`src/verilog/afic_pkg.sv`:
```
// Constants, field layout and carrier types of the activity, filter and interrupt-map register group.
package afic_pkg;

   // Register offsets on the serial register port.
   localparam logic [7:0] ADDR_LEVEL_HIGH  = 8'h25;
   localparam logic [7:0] ADDR_LEVEL_LOW   = 8'h26;
   localparam logic [7:0] ADDR_RUN_LENGTH  = 8'h27;
   localparam logic [7:0] ADDR_FILTER      = 8'h28;
   localparam logic [7:0] ADDR_WATERMARK   = 8'h29;
   localparam logic [7:0] ADDR_PIN_ROUTING = 8'h2A;

   // Reset values.
   localparam logic [7:0] RST_LEVEL_HIGH  = 8'h00;
   localparam logic [7:0] RST_LEVEL_LOW   = 8'h00;
   localparam logic [7:0] RST_RUN_LENGTH  = 8'h01;
   localparam logic [7:0] RST_FILTER      = 8'h00;
   localparam logic [7:0] RST_WATERMARK   = 8'h60;
   localparam logic [7:0] RST_PIN_ROUTING = 8'h00;

   // Writable bits; reserved bit 7 of these two registers reads as zero.
   localparam logic [7:0] FILTER_WR_MASK    = 8'h7F;
   localparam logic [7:0] WATERMARK_WR_MASK = 8'h7F;

   // Field positions.
   localparam int HP_LSB       = 4;
   localparam int HP_MSB       = 6;
   localparam int RATE_LSB     = 0;
   localparam int RATE_MSB     = 3;
   localparam int WM_MSB       = 6;
   localparam int MAP_ONE_LSB  = 0;
   localparam int MAP_ONE_MSB  = 3;
   localparam int MAP_TWO_LSB  = 4;
   localparam int MAP_TWO_MSB  = 7;

   // Sample and threshold alignment.
   localparam int SAMPLE_W  = 20;
   localparam int LIMIT_W   = 16;
   localparam int LIMIT_LSB = 3;

   // Filter decode.
   localparam logic [2:0]  HP_BYPASS_CODE = 3'h0;
   localparam logic [2:0]  HP_LAST_CODE   = 3'h6;
   localparam logic [3:0]  RATE_LAST_CODE = 4'hA;
   localparam logic [21:0] RATE_TOP_MHZ   = 22'h3D0900;
   localparam int          LOWPASS_SHIFT  = 2;

   // High-pass corner as a fraction of the output rate, in units of 1e-8.
   localparam logic [6:0][17:0] HP_RATIO_E8 = {
      18'h000EE, 18'h003BA, 18'h00F16, 18'h03CB9, 18'h0F284, 18'h3C4D8, 18'h00000};

   // Register access request from the serial front end.
   typedef struct packed {
      logic [7:0] addr;
      logic       wr;
      logic       rd;
      logic [7:0] wdata;
   } afic_reg_req_t;

   // Event vector; bit order matches each half of the routing register.
   typedef struct packed {
      logic activity;
      logic overrun;
      logic watermark;
      logic ready;
   } afic_events_t;

endpackage

```
`src/verilog/afic_axis_compare.sv`:
```
// Magnitude comparison of one axis sample against the aligned activity level.
`timescale 1ns/1ps
module afic_axis_compare #(
   parameter int SAMPLE_W  = 20,
   parameter int LIMIT_W   = 16,
   parameter int LIMIT_LSB = 3
) (
   // Sample and setting
   input  wire logic signed [SAMPLE_W-1:0] sample,
   input  wire logic                       enable,
   input  wire logic        [LIMIT_W-1:0]  limit,
   // Result
   output logic                            above
);

   logic [SAMPLE_W-1:0] mag;

   always_comb begin
      // [RULE17] absolute sample value
      // Negating the most negative sample leaves its bit pattern, which as unsigned is still right.
      mag = sample[SAMPLE_W-1] ? SAMPLE_W'(-sample) : SAMPLE_W'(sample);
      // [RULE3] bit alignment, strictly greater
      // The top magnitude bit is kept so that a full-scale negative sample still counts as above.
      above = enable && (mag[SAMPLE_W-1:LIMIT_LSB] > {1'b0, limit});
   end

endmodule

```
`src/verilog/afic_config.sv`:
```
// Activity detector, filter settings, watermark and interrupt-pin routing registers.
`timescale 1ns/1ps
// What this block does
// [RULE1] Activity level split high then low byte
// [RULE2] Level is an unsigned magnitude
// [RULE3] Level bits align with sample bits 18:3
// [RULE4] Count only when strictly above level
// [RULE5] Activity after run length; resets to 1
// [RULE6] High-pass corner zero bypasses the filter
// [RULE7] Codes 1 to 6 set fixed corner fractions
// [RULE8] Rate code halves rate and low-pass corner
// [RULE9] Watermark raised when fill reaches the setting; the code never raises it while the setting is zero
// [RULE10] Watermark setting resets to 96
// [RULE11] Mapped events combine onto each pin
// [RULE12] Upper routing bits feed pin two
// [RULE13] Lower routing bits feed pin one
// [RULE14] Only selected axes take part
// [RULE15] Polarity bit selects pin active level
// [RULE16] Miss clears count; reserved bits read zero
// [RULE17] Compare absolute values once per sample
module afic_config #(
   parameter int RUN_W = 8
) (
   // Clock, reset and enable
   input  wire logic                                 clk,
   input  wire logic                                 rst,
   input  wire logic                                 ce,
   // Register port
   input  wire afic_pkg::afic_reg_req_t              reg_req,
   output logic [7:0]                                reg_rdata,
   output logic                                      reg_rvalid,
   // Samples
   input  wire logic                                 sample_valid,
   input  wire logic signed [afic_pkg::SAMPLE_W-1:0] x_axis_sample,
   input  wire logic signed [afic_pkg::SAMPLE_W-1:0] y_axis_sample,
   input  wire logic signed [afic_pkg::SAMPLE_W-1:0] z_axis_sample,
   // Settings held elsewhere
   input  wire logic [2:0]                           activity_axis_select,
   input  wire logic                                 irq_polarity_select,
   // Queue status
   input  wire logic [6:0]                           queue_fill_level,
   input  wire logic                                 queue_overrun_event,
   input  wire logic                                 data_ready_event,
   // Detector and watermark state
   output logic                                      activity_detected,
   output logic                                      watermark_reached,
   output logic [afic_pkg::LIMIT_W-1:0]              activity_level_limit,
   // Filter settings
   output logic [2:0]                                highpass_corner_select,
   output logic                                      highpass_bypass,
   output logic [17:0]                               highpass_ratio_e8,
   output logic [3:0]                                rate_lowpass_select,
   output logic [21:0]                               output_rate_mhz,
   output logic [21:0]                               lowpass_corner_mhz,
   // Interrupt pins
   output logic                                      irq_pin_one,
   output logic                                      irq_pin_two
);

   logic [7:0]       activity_level_high;
   logic [7:0]       activity_level_low;
   logic [7:0]       activity_run_length;
   logic [7:0]       filter_settings;
   logic [7:0]       queue_watermark;
   logic [7:0]       irq_pin_routing;
   logic [7:0]       next_level_high;
   logic [7:0]       next_level_low;
   logic [7:0]       next_run_length;
   logic [7:0]       next_filter;
   logic [7:0]       next_watermark;
   logic [7:0]       next_routing;
   logic [7:0]       next_rdata;
   logic             next_rvalid;
   logic [RUN_W-1:0] run_count;
   logic [RUN_W-1:0] next_run_count;
   logic [RUN_W-1:0] run_needed;
   logic             next_activity;
   logic             next_watermark_hit;
   logic [2:0]       axis_above;
   logic             any_above;
   logic             next_bypass;
   logic [17:0]      next_ratio;
   logic [3:0]       rate_code;
   logic [21:0]      next_rate;
   logic             next_pin_one;
   logic             next_pin_two;
   logic             level_one;
   logic             level_two;
   afic_pkg::afic_events_t events;

   logic signed [afic_pkg::SAMPLE_W-1:0] axis_sample [3];

   assign axis_sample[0] = x_axis_sample;
   assign axis_sample[1] = y_axis_sample;
   assign axis_sample[2] = z_axis_sample;

   // [RULE14] per-axis enable
   // [RULE3] sample bit alignment
   genvar g;
   generate
      for (g = 0; g < 3; g++) begin : g_axis
         afic_axis_compare #(
            .SAMPLE_W  (afic_pkg::SAMPLE_W),
            .LIMIT_W   (afic_pkg::LIMIT_W),
            .LIMIT_LSB (afic_pkg::LIMIT_LSB)
         ) u_cmp (
            .sample (axis_sample[g]),
            .enable (activity_axis_select[g]),
            .limit  (activity_level_limit),
            .above  (axis_above[g])
         );
      end
   endgenerate

   assign any_above = |axis_above;

   // [RULE1] level assembly
   // [RULE2] unsigned level
   assign activity_level_limit = {activity_level_high, activity_level_low};

   // Register writes and reads.
   always_comb begin
      next_level_high = activity_level_high;
      next_level_low  = activity_level_low;
      next_run_length = activity_run_length;
      next_filter     = filter_settings;
      next_watermark  = queue_watermark;
      next_routing    = irq_pin_routing;
      next_rdata      = 8'h00;
      next_rvalid     = reg_req.rd;
      if (reg_req.wr) begin
         // [RULE16] reserved bits masked
         case (reg_req.addr)
            afic_pkg::ADDR_LEVEL_HIGH:  next_level_high = reg_req.wdata;
            afic_pkg::ADDR_LEVEL_LOW:   next_level_low  = reg_req.wdata;
            afic_pkg::ADDR_RUN_LENGTH:  next_run_length = reg_req.wdata;
            afic_pkg::ADDR_FILTER:      next_filter     = reg_req.wdata & afic_pkg::FILTER_WR_MASK;
            afic_pkg::ADDR_WATERMARK:   next_watermark  = reg_req.wdata & afic_pkg::WATERMARK_WR_MASK;
            afic_pkg::ADDR_PIN_ROUTING: next_routing    = reg_req.wdata;
            default:                    next_rdata      = 8'h00;
         endcase
      end
      // Unmapped offsets read as zero so the serial port never returns stale data.
      case (reg_req.addr)
         afic_pkg::ADDR_LEVEL_HIGH:  next_rdata = activity_level_high;
         afic_pkg::ADDR_LEVEL_LOW:   next_rdata = activity_level_low;
         afic_pkg::ADDR_RUN_LENGTH:  next_rdata = activity_run_length;
         afic_pkg::ADDR_FILTER:      next_rdata = filter_settings;
         afic_pkg::ADDR_WATERMARK:   next_rdata = queue_watermark;
         afic_pkg::ADDR_PIN_ROUTING: next_rdata = irq_pin_routing;
         default:                    next_rdata = 8'h00;
      endcase
      if (!reg_req.rd) begin
         next_rdata = reg_rdata;
      end
   end

   always_ff @(posedge clk) begin
      if (rst) begin
         // [RULE10] watermark reset value
         activity_level_high <= afic_pkg::RST_LEVEL_HIGH;
         activity_level_low  <= afic_pkg::RST_LEVEL_LOW;
         activity_run_length <= afic_pkg::RST_RUN_LENGTH;
         filter_settings     <= afic_pkg::RST_FILTER;
         queue_watermark     <= afic_pkg::RST_WATERMARK;
         irq_pin_routing     <= afic_pkg::RST_PIN_ROUTING;
         reg_rdata           <= 8'h00;
         reg_rvalid          <= 1'b0;
      end else if (ce) begin
         activity_level_high <= next_level_high;
         activity_level_low  <= next_level_low;
         activity_run_length <= next_run_length;
         filter_settings     <= next_filter;
         queue_watermark     <= next_watermark;
         irq_pin_routing     <= next_routing;
         reg_rdata           <= next_rdata;
         reg_rvalid          <= next_rvalid;
      end
   end

   // Activity detector and watermark.
   always_comb begin
      // A run length of zero acts as one, so activity still needs one sample above the level after the count is cleared.
      run_needed     = (activity_run_length == 8'h00) ? RUN_W'(1) : RUN_W'(activity_run_length);
      next_run_count = run_count;
      next_activity  = activity_detected;
      // [RULE17] once per sample
      if (sample_valid) begin
         if (any_above) begin
            // [RULE4] count strictly above
            // The counter saturates so that long activity cannot wrap back below the run length.
            if (run_count != {RUN_W{1'b1}}) begin
               next_run_count = run_count + RUN_W'(1);
            end
            // [RULE5] declare after run length
            next_activity = (next_run_count >= run_needed);
         end else begin
            // [RULE16] miss clears the count
            next_run_count = '0;
            next_activity  = 1'b0;
         end
      end
      // [RULE9] watermark reached
      next_watermark_hit = (queue_watermark[afic_pkg::WM_MSB:0] != 7'h00) &&
                           (queue_fill_level >= queue_watermark[afic_pkg::WM_MSB:0]);
   end

   always_ff @(posedge clk) begin
      if (rst) begin
         run_count         <= '0;
         activity_detected <= 1'b0;
         watermark_reached <= 1'b0;
      end else if (ce) begin
         run_count         <= next_run_count;
         activity_detected <= next_activity;
         watermark_reached <= next_watermark_hit;
      end
   end

   // Filter decode and interrupt pins.
   always_comb begin
      // [RULE6] zero corner bypasses
      // Code 7 has no corner defined, so it also leaves the filter out.
      next_bypass = (filter_settings[afic_pkg::HP_MSB:afic_pkg::HP_LSB] == afic_pkg::HP_BYPASS_CODE) ||
                    (filter_settings[afic_pkg::HP_MSB:afic_pkg::HP_LSB] > afic_pkg::HP_LAST_CODE);
      // [RULE7] corner fraction table
      next_ratio = next_bypass ? 18'h00000 :
                   afic_pkg::HP_RATIO_E8[filter_settings[afic_pkg::HP_MSB:afic_pkg::HP_LSB]];
      // [RULE8] halving rate decode
      rate_code = filter_settings[afic_pkg::RATE_MSB:afic_pkg::RATE_LSB];
      if (rate_code > afic_pkg::RATE_LAST_CODE) begin
         rate_code = afic_pkg::RATE_LAST_CODE;
      end
      next_rate = afic_pkg::RATE_TOP_MHZ >> rate_code;
      events.activity  = activity_detected;
      events.overrun   = queue_overrun_event;
      events.watermark = watermark_reached;
      events.ready     = data_ready_event;
      // [RULE11] events combine per pin
      // [RULE13] lower bits to pin one
      level_one = |(events & irq_pin_routing[afic_pkg::MAP_ONE_MSB:afic_pkg::MAP_ONE_LSB]);
      // [RULE12] upper bits to pin two
      level_two = |(events & irq_pin_routing[afic_pkg::MAP_TWO_MSB:afic_pkg::MAP_TWO_LSB]);
      // [RULE15] pin polarity
      next_pin_one = irq_polarity_select ? level_one : ~level_one;
      next_pin_two = irq_polarity_select ? level_two : ~level_two;
   end

   always_ff @(posedge clk) begin
      if (rst) begin
         highpass_corner_select <= 3'h0;
         highpass_bypass        <= 1'b1;
         highpass_ratio_e8      <= 18'h00000;
         rate_lowpass_select    <= 4'h0;
         output_rate_mhz        <= afic_pkg::RATE_TOP_MHZ;
         lowpass_corner_mhz     <= afic_pkg::RATE_TOP_MHZ >> afic_pkg::LOWPASS_SHIFT;
         irq_pin_one            <= 1'b1;
         irq_pin_two            <= 1'b1;
      end else if (ce) begin
         highpass_corner_select <= filter_settings[afic_pkg::HP_MSB:afic_pkg::HP_LSB];
         highpass_bypass        <= next_bypass;
         highpass_ratio_e8      <= next_ratio;
         rate_lowpass_select    <= filter_settings[afic_pkg::RATE_MSB:afic_pkg::RATE_LSB];
         output_rate_mhz        <= next_rate;
         lowpass_corner_mhz     <= next_rate >> afic_pkg::LOWPASS_SHIFT;
         irq_pin_one            <= next_pin_one;
         irq_pin_two            <= next_pin_two;
      end
   end
endmodule

```
`config.mk`:
```
export PLATFORM = sky130hd
export DESIGN_NAME = afic_config
export DESIGN_NICKNAME = d
export VERILOG_FILES = /design/src/verilog/afic_pkg.sv /design/src/verilog/afic_axis_compare.sv /design/src/verilog/afic_config.sv
export SDC_FILE = /design/constraint.sdc
export NUM_CORES = 1
export LEC_CHECK = 0
export BUFFER_PORTS_ARGS = -buffer_cell sky130_fd_sc_hd__buf_2
export CORE_UTILIZATION = 56
export CTS_BUF_LIST = sky130_fd_sc_hd__clkbuf_2 sky130_fd_sc_hd__clkbuf_4 sky130_fd_sc_hd__clkbuf_8
export DETAILED_ROUTE_END_ITERATION = 8
export PLACE_DENSITY = 0.8
export RECOVER_POWER = 100
export REMOVE_ABC_BUFFERS = 1
export SETUP_SLACK_MARGIN = 0.05
export SLEW_MARGIN = 20
export SYNTH_ARGS = -nofsm -noshare
export SYNTH_HDL_FRONTEND = slang
export SYNTH_SLANG_ARGS = --single-unit
```
`constraint.sdc`:
```
create_clock -name clk -period 5.9 [get_ports clk]
set_input_delay 0.59 -clock clk [delete_from_list [all_inputs] [get_ports clk]]
set_output_delay 0.59 -clock clk [all_outputs]
set_load 0.02 [all_outputs]
```
### Word-level counts from Yosys, hierarchy flattened

Memory sizes are Yosys's and may differ from the RTL's. A register that Yosys moved wholly into a read port is not among the register bits.
Index checks and enable logic that the tools add are counted.

* equality and inequality tests: 7
* shift operators: 1
* add/subtract/negate cells: 4
* $lt $le $gt $ge: 8
* reductions and logical operators: 19
* muxes and demuxes: 17
* bitwise gates (word level): 4

Operators with widths (number)
* 20-bit 2-to-1 mux: 3
* 20-bit negation: 3
* 17-bit by 16-bit greater-than comparator with 1-bit output: 3
* 8-bit by 6-bit == test with 1-bit output (second input constant): 6
* 8-bit one-hot mux with 6 select lines: 1
* 8-bit 2-to-1 mux: 5
* 18-bit 2-to-1 mux: 2
* 22-bit by 4-bit right shift with 22-bit output (first input constant): 1
* 3-bit AND reduction: 6
* 8-bit by 1-bit adder with 8-bit output (second input constant): 1
* 4-bit bitwise AND: 2
* 8-bit >= comparator: 1
* 8-bit logical NOT: 1
* 8-bit != test (second input constant): 1
* 4-bit OR reduction: 2
* 7-bit >= comparator: 1
* 7-bit nonzero test: 1
* 3-bit 2-to-1 mux: 2
* 4-bit greater-than comparator (second input constant): 1
* 1-bit logical AND: 4
* 3-bit by 4-bit < comparator with 1-bit output (second input constant): 1
* 4-bit 2-to-1 mux: 1
* 2-bit AND reduction: 2
* 3-bit greater-than comparator (second input constant): 1
* 5 further kinds: 8

* memories: 1
* memory bits (read-only): 144
* output and inout port bits: 99
* logic and storage cells: 80
* bits of input ports: 95
* flip-flop bits (word level): 135

Memory list
* (no name shown): depth 8, width 18, read ports 1, clocked after Yosys merged registers in 1, write ports 0, RTL line afic_config.sv:228 `afic_pkg::HP_RATIO_E8[filter_settings[afic_pkg::HP_MSB:afic_pkg::HP_LSB]];`

### Depth between registers and ports, before layout

Gate-level depths: netlist of the first run.

* word-level depth: 9
* gate-level depth with buffers: 15
* depth with buffers taken out: 15

### Modules after synthesis

Synthesis of the first run repeated with hierarchy kept, for this count alone.

* cells, all modules: 988
* area total of the unflattened synthesis: 8369.3 um^2

By module, submodules not included
* afic_config: times used 1, cells an instance 680, area each 6122.1 um^2
* afic_axis_compare at g_axis[0].u_cmp ...: times used 2, cells an instance 103, area each 752.0 um^2
* afic_axis_compare at g_axis[2].u_cmp: times used 1, cells an instance 102, area each 743.2 um^2

### Least setup slack after synthesis of the first run

No wires, ideal clock.

* path type: in2reg
* start: in x_axis_sample[3] in the netlist's numbering
* end: reg run_count[2]
* cell stages on the path: 15
* path slack: 1.113 ns
* arrival: 4.669 ns
* path through: or4_4 or3_4 or3_4 or3_4 or4_4 nand2_1 xnor2_1 ha_1 nand3_1 nor2_1 a221oi_1 a31oi_1 a2111oi_0 o2111ai_2 a32o_1

* longest elaborated chain between the ends: 6

RTL lines
* from (decl): RTL line afic_config.sv:34 `input wire logic signed [afic_pkg::SAMPLE_W-1:0] x_axis_sample,`
* 20-bit negation: RTL line afic_axis_compare.sv:21 `mag = sample[SAMPLE_W-1] ? SAMPLE_W'(-sample) : SAMPLE_W'(sample);`
* 20-bit 2-to-1 mux *: RTL line afic_axis_compare.sv:21
* 17-bit by 16-bit greater-than comparator with 1-bit output *: RTL line afic_axis_compare.sv:24 `above = enable && (mag[SAMPLE_W-1:LIMIT_LSB] > {1'b0, limit});`
* 1-bit logical AND *: RTL line afic_axis_compare.sv:24
* 3-bit OR reduction *: RTL line afic_config.sv:115 `assign any_above = |axis_above;`
* 8-bit 2-to-1 mux *: RTL line afic_config.sv:189 `if (any_above) begin`
* to (signal assigned): RTL line afic_config.sv:214 `run_count <= next_run_count;`
* to (decl): RTL line afic_config.sv:74 `logic [RUN_W-1:0] run_count;`

Every way passes the cells marked *; elsewhere a longest branch is shown, timed or not.
A chain may end at the register's enable or synchronous reset.

### Worst setup path after layout of the first run

* start: in x_axis_sample[3] in the netlist's numbering
* end: reg run_count[1]

Same word-level chain as after synthesis.

==> results of run 1 <==
==> power by group through the flow <==
stage / sequential, W / clock, W / combinational (W)
global route: 0.000878 / 0.000820 / 0.000314
detailed placement: 0.000897 / 0 / 0.000282
finish: 0.000877 / 0.000768 / 0.000281
CTS: 0.000877 / 0.000777 / 0.000283
floorplan: 0.000913 / 0 / 0.000145
global placement: 0.000896 / 0 / 0.000276
==> per-stage QoR <==
| step | cell area [um2] | util (%) | total power (W) | hold slack (ns) | setup slack, ns |
|---|---|---|---|---|---|
| after floorplan | 7372 | - | 0.001057 | 0.4383 | 1.114 |
| after global placement | 8571 | 64.46 | 0.001172 | 0.4349 | 0.8933 |
| after detailed placement | 8571 | 64.46 | 0.001178 | 0.4544 | 0.7207 |
| after CTS | 8980 | 67.54 | 0.001937 | 0.4555 | 1.157 |
| after global routing | 8825 | 66.37 | 0.002012 | 0.4864 | 0.6975 |
| final | 8825 | 66.37 | 0.001926 | 0.4675 | 0.8470 |
==> routing by layer <==
metal  wire [um]  share of wire (%)
met5           0                  0
met4         335                1.7
met3        1511                7.6
met2        9505                 48
met1        8544                 43
==> cells in the mapped netlist, types with 8 or more instances <==
master    count  area (um2)
a22oi_1      19       142.6
nand2b_1      8       50.05
nand3_1      15       75.07
o21ai_0      46       230.2
clkbuf_1     31       116.4
o31ai_1      17       127.6
a31oi_1      10       62.56
a21oi_1      28       140.1
nand4_1      10       62.56
ha_1         74       925.9
mux2i_1      59       590.6
a211oi_1     11       82.58
a21o_1        8       60.06
buf_4        25       187.7
xnor2_1      51       446.7
inv_1        46       172.7
nor2_1       99       371.6
or4_1         8       60.06
a221oi_1     10       87.58
nand2_1      76       285.3
dfxtp_1     127        2542
==> worst max path at each step <==
stage / from / endpoint / depth (start not counted)
global route: x_axis_sample[3] / run_count[1]$_SDFFE_PP0P_ / 17
floorplan: x_axis_sample[3] / run_count[2]$_SDFFE_PP0P_ / 15
CTS: x_axis_sample[3] / run_count[1]$_SDFFE_PP0P_ / 17
detailed placement: x_axis_sample[3] / run_count[1]$_SDFFE_PP0P_ / 17
global placement: x_axis_sample[3] / run_count[1]$_SDFFE_PP0P_ / 17
finish: x_axis_sample[3] / run_count[1]$_SDFFE_PP0P_ / 17
==> layout by cell type (no fill, tap or decap), types with 11 or more instances in the layout <==
cell      count
a211oi_1     11
a21oi_1      28
a22oi_1      19
buf_2        93
clkbuf_1     99
clkbuf_8     17
dfxtp_1     127
ha_1         74
inv_1        47
mux2i_1      59
nand2_1      76
nand3_1      15
nor2_1       99
o21ai_0      46
o31ai_1      17
xnor2_1      51
==> cell type report <==
type | instances | area, um2
multi-input cells | 656 | 4624
flip-flops and latches | 127 | 2542
clock inverters | 15 | 175.2
repair buffers | 194 | 852.1
inverters | 47 | 176.4
clock buffers | 17 | 234.0
well taps | 176 | 220.2
fillers | 1204 | 4471
==> logic make-up after synthesis <==
logic type               after synthesis
other                                  1
AO/OA/AOI/OAI                        194
multiplexers                          63
AND/OR/NAND/NOR                      266
buffers and inverters                107
flip-flops                           127
adder cells (fa/ha/maj)               74
XOR/XNOR                              57
==> worst max-delay path: cells and delay by family <==
| kind | cells | cell delay (ns) |
|---|---|---|
| adder cells (fa/ha/maj) | 1 | 0.27 |
| buffers and inverters | 2 | 0.30 |
| AO/OA/AOI/OAI | 5 | 1.52 |
| XOR/XNOR | 1 | 0.14 |
| AND/OR/NAND/NOR | 8 | 2.58 |
==> results_dict.tcl, run 1 <==
set metrics [dict create \
    clock_power_share_pct 39.9 \
    floorplan.io_pins 194 \
    gr-usage-met3_pct 7.375 \
    combPwrFrac_pct 14.6 \
    synth-seq-area-share_pct 33.07 \
    criticalPathCategory "input pin to flip-flop" \
    placedCellCount 1200 \
    failed_checks "max-capacitance violations, max-slew violations" \
    fin_cells 1232 \
    crit_top_cell "or3_1" \
    dp_hpwl_um 15090 \
    cp.required_ns 6.23 \
    cts.sinks 127 \
    cts_setup_buffers 0 \
    avgSynthCellArea_um2 8.649 \
    clk_latency_ns 0.44 \
    synth_top_family_by_area "compound AO/OA/AOI/OAI gates" \
    vdd_drop_max_uv 143.8 \
    die_area_um2 14200 \
    drtIter0Drc 536 \
    cts_resized 0 \
    die_y_um 119.2 \
    worstSetupStartpointType "input pin" \
    cts-root-buf "clkbuf_8" \
    gp_congestion 0.9394 \
    maxCapViolations 1 \
    muxShareOfSynthArea_pct 8.267 \
    setup-violations-final 0 \
    r2r_start "activity_level_low[7]$_SDFFE_PP0P_" \
    rsz0062_at_grt "no" \
    r2r_end "run_count[1]$_SDFFE_PP0P_" \
    use_met2_pct 47.93 \
    reg2regPathDepth 10 \
    synth_cells 889 \
    drc 0 \
    synth_edf_count 0 \
    synth_warnings 0 \
    synthSimpleGateAreaFrac_pct 16.31 \
    yosys.area_share.adder_pct 12.04 \
    finalNetCount 1212 \
    crit_chain "clkbuf_1 -> or4_1 -> or3_1 -> or3_1 -> or3_1 -> or4_1 -> nand2_1 -> xnor2_1 -> ha_1 -> nand3_1 -> nor2_1 -> a221oi_1 -> a31oi_1 -> a2111oi_0 -> buf_4 -> o2111ai_1 -> a32o_1" \
    swShare_pct 28.60 \
    end_kind "flip-flop" \
    fin_setup_tns_ns 0 \
    vias 7038 \
    fmax_ghz 0.1979 \
    power_density_nw_per_um2 218.3 \
    arrival_ns 5.38 \
    grt-busiest-layer "met2" \
    core_area_um2 13300 \
    seqPwrFrac_pct 45.5 \
    vias_per_cell 5.713 \
    use_met1_pct 35.19 \
    worst_pin_slew_ns 2.748 \
    holdPathStages 2 \
    p_leak_nw 3.473 \
    drive_above_1_share_pct 12.78 \
    slowest_stage "or4_1" \
    tritoncts "yes" \
    max_stage_delay_ns 0.56 \
    finalMaxSlewViolations 58 \
    intPower_w 0.001375 \
    synth_compound_area_share_pct 17.31 \
    async_flop_share_pct 0 \
    worst_hold_path.endpoint "highpass_ratio_e8[1]$_SDFFE_PP0P_" \
    clk_pin_slew_worst_paths_ns 0.08 \
    rows 42 \
    drtAntennaViolNets 0 \
    synth_xor_area_share_pct 6.493 \
    area_delta_synth_final_pct 14.78 \
    first_global_vias 6555 \
    synth_flop_cell "dfxtp_1" \
    ys_seq_elements 127 \
    netlist_area_um2 7689 \
    slew_headroom_pct -83.23 \
    grtUsageTotal_pct 28.30 \
    outcome "finished, violations left" \
    antenna_found_initial 0 \
    finalCritPeriodShare_pct 85.64 \
    clk_path_buf_depth 2 \
    hold_path.class "flip-flop to flip-flop" \
    cts_buffers 17 \
    dr.pass1.iters 7 \
    min_period_ns 5.053 \
    yosysUniqueCellTypes 59 \
    rrSetupSlack_ns 2.79 \
    die_x_um 119.2 \
    grt_max_degree 58 \
    fin_skew_ns 0.008529 \
    grt_pass1_wl_um 31890 \
    antenna_cells 0 \
    path_max_fanout 6 \
    wl_per_cell_um 16.15 \
    h-tree-depth 4 \
    postCtsHoldBufs 0 \
    grt.overflow.total 0 \
    p_switching_w 0.0005510 \
    hold_violations 0 \
    port_buffers 191 \
    initial_utilization_pct 57.83 \
    drt-total-wl_um 19900 \
]
(Power assumes the default switching activity.)
==> run 2: changes to the inputs <==
CELL_PAD_IN_SITES_DETAIL_PLACEMENT = 1   (was not set)
CELL_PAD_IN_SITES_GLOBAL_PLACEMENT = 2   (was not set)
CORE_UTILIZATION = 32   (was 56)
PLACE_DENSITY = 0.78   (was 0.8)
RECOVER_POWER = 50   (was 100)
==> run 2 against run 1 <==
The flow still finishes with violations (max-capacitance violations, max-slew violations). Routed wire length rose by 22%. Hold slack got worse by 0.0013 ns. Global-route usage fell by 8.4 points. Clock power fell by 2%. First-iteration DRC count fell by 43%. Register-to-register slack got worse by 0.34 ns. Via count fell by 0.17%. Final area rose by 2.1%. Critical path type unchanged. Largest cell class unchanged. Largest power group unchanged.
==> results_dict.tcl, run 2 (same netlist as run 1, synthesis figures left out) <==
set metrics [dict create \
    hold_violations 0 \
    criticalPathCategory "input pin to flip-flop" \
    finalMaxSlewViolations 57 \
    initial_utilization_pct 32.66 \
    postCtsHoldBufs 0 \
    rsz0062_at_grt "no" \
    grt_pass1_wl_um 37590 \
    preCtsSetupSlack_ns 0.3106 \
    end_kind "flip-flop" \
    fin_setup_tns_ns 0 \
    rows 56 \
    hold_path.class "flip-flop to flip-flop" \
    floorplan.io_pins 194 \
    worst_pin_slew_ns 2.938 \
    vias_per_cell 5.114 \
    cts_resized 0 \
    finalCritPeriodShare_pct 88.55 \
    cts.sinks 127 \
    dr.pass1.iters 4 \
    drive_above_1_share_pct 13.36 \
    grt_max_degree 57 \
    fin_cells 1374 \
    die_y_um 157.0 \
    die_area_um2 24650 \
    grt.overflow.total 0 \
    antenna_found_initial 0 \
    cp.required_ns 6.24 \
    h-tree-depth 4 \
    layout_commonest_cell "dfxtp_1" \
    cts_setup_buffers 0 \
    wl_per_cell_um 17.70 \
    gp_congestion 0.8054 \
    cts-root-buf "clkbuf_8" \
    finalNetCount 1211 \
    cts_buffers 17 \
    area_delta_synth_final_pct 17.22 \
    clk_pin_slew_worst_paths_ns 0.09 \
    drt-total-wl_um 24320 \
    p_leak_nw 3.470 \
    worstSetupStartpointType "input pin" \
    slew_headroom_pct -95.85 \
    tritoncts "yes" \
    path_max_fanout 6 \
    port_buffers 191 \
    fin_ws_ns 0.6758 \
    clk_path_buf_depth 2 \
    final_cell_mix "dfxtp_1 (127), nor2_1 (99), clkbuf_1 (99), buf_2 (93), nand2_1 (76)" \
    drc 0 \
    power_density_nw_per_um2 213.4 \
    maxCapViolations 1 \
    arrival_ns 5.57 \
    drtAntennaViolNets 0 \
    failed_checks "max-capacitance violations, max-slew violations" \
    dp_hpwl_um 18890 \
    core_area_um2 23540 \
    fmax_ghz 0.1914 \
    first_global_vias 6805 \
    vias 7026 \
    drtIter0Drc 308 \
    clk_latency_ns 0.45 \
    vdd_drop_max_uv 105.5 \
    min_period_ns 5.224 \
    grtUsageTotal_pct 19.89 \
    die_x_um 157.0 \
    fin_skew_ns 0.01270 \
    outcome "finished, violations left" \
    antenna_cells 0 \
    fill_cells 2939 \
    setup-violations-final 0 \
    placedCellCount 1342 \
]
[run 2: cell count changes in the layout (fill, tap and decap cells not counted), moves of 3 or more]
cell / change
inv_6: -3
inv_8: +5
or3_1: -3
or3_4: +3
[run 2: layout make-up]
| type | instances | area, um2 | share of cell area [%] |
|---|---|---|---|
| sequential | 127 | 2542 | 28.21 |
| clock buffer | 17 | 234.0 | 2.596 |
| inverter | 47 | 176.4 | 1.958 |
| tap | 319 | 399.1 | 4.429 |
| multi-input combinational | 656 | 4653 | 51.63 |
| timing repair buffer | 193 | 844.6 | 9.371 |
| clock inverter | 15 | 162.7 | 1.805 |
[run 2: power by group]
group | internal (W) | switching [W] | total [W]
clock network | 0.000322 | 0.000434 | 0.000756
logic | 0.000117 | 0.000172 | 0.000290
registers | 0.000868 | 0.0000104 | 0.000878
[run 2: worst paths after layout]
path | to | slack (ns) | startpoint | cells past startpoint
worst max-delay path | run_count[6]$_SDFFE_PP0P_ | 0.68 | x_axis_sample[3] | 16
worst min-delay path | highpass_bypass$_SDFFE_PP1P_ | 0.47 | highpass_bypass$_SDFFE_PP1P_ | 1
worst max register to register | run_count[6]$_SDFFE_PP0P_ | 2.45 | activity_level_low[7]$_SDFFE_PP0P_ | 9
worst min register to register | highpass_bypass$_SDFFE_PP1P_ | 0.47 | highpass_bypass$_SDFFE_PP1P_ | 1
[run 2: layer usage]
layer  GRT usage [%]  vias to the layer above  part of all wire, %
li1                -                     3465                    -
met1           26.73                     3393                   48
met2           33.12                      152                   47
met3           3.497                       16                  3.9
met4           4.155                        0                  1.0
met5               0                        -                    0
[run 2: metrics by stage]
stage | total power [W] | instance area [um2] | util (%) | hold WS, ns
final | 0.001924 | 9012 | 38.28 | 0.4662
after global placement | 0.001184 | 8742 | 37.13 | 0.4391
after CTS | 0.001946 | 9139 | 38.82 | 0.4634
after floorplan | 0.001057 | 7372 | - | 0.4383
after detailed placement | 0.001190 | 8742 | 37.13 | 0.4425
after global routing | 0.002021 | 9012 | 38.28 | 0.4937
[run 2: critical path: stages]
cell	delay, ns
buf_2	0.11
or4_4	0.53
or3_4	0.37
or3_4	0.38
or3_4	0.39
or4_4	0.45
nand2_1	0.11
xnor2_1	0.13
ha_1	0.27
nand3_1	0.14
nor2_1	0.07
a221oi_1	0.26
a31oi_1	0.14
a2111oi_0	0.82
o2111ai_2	0.43
a32o_1	0.37
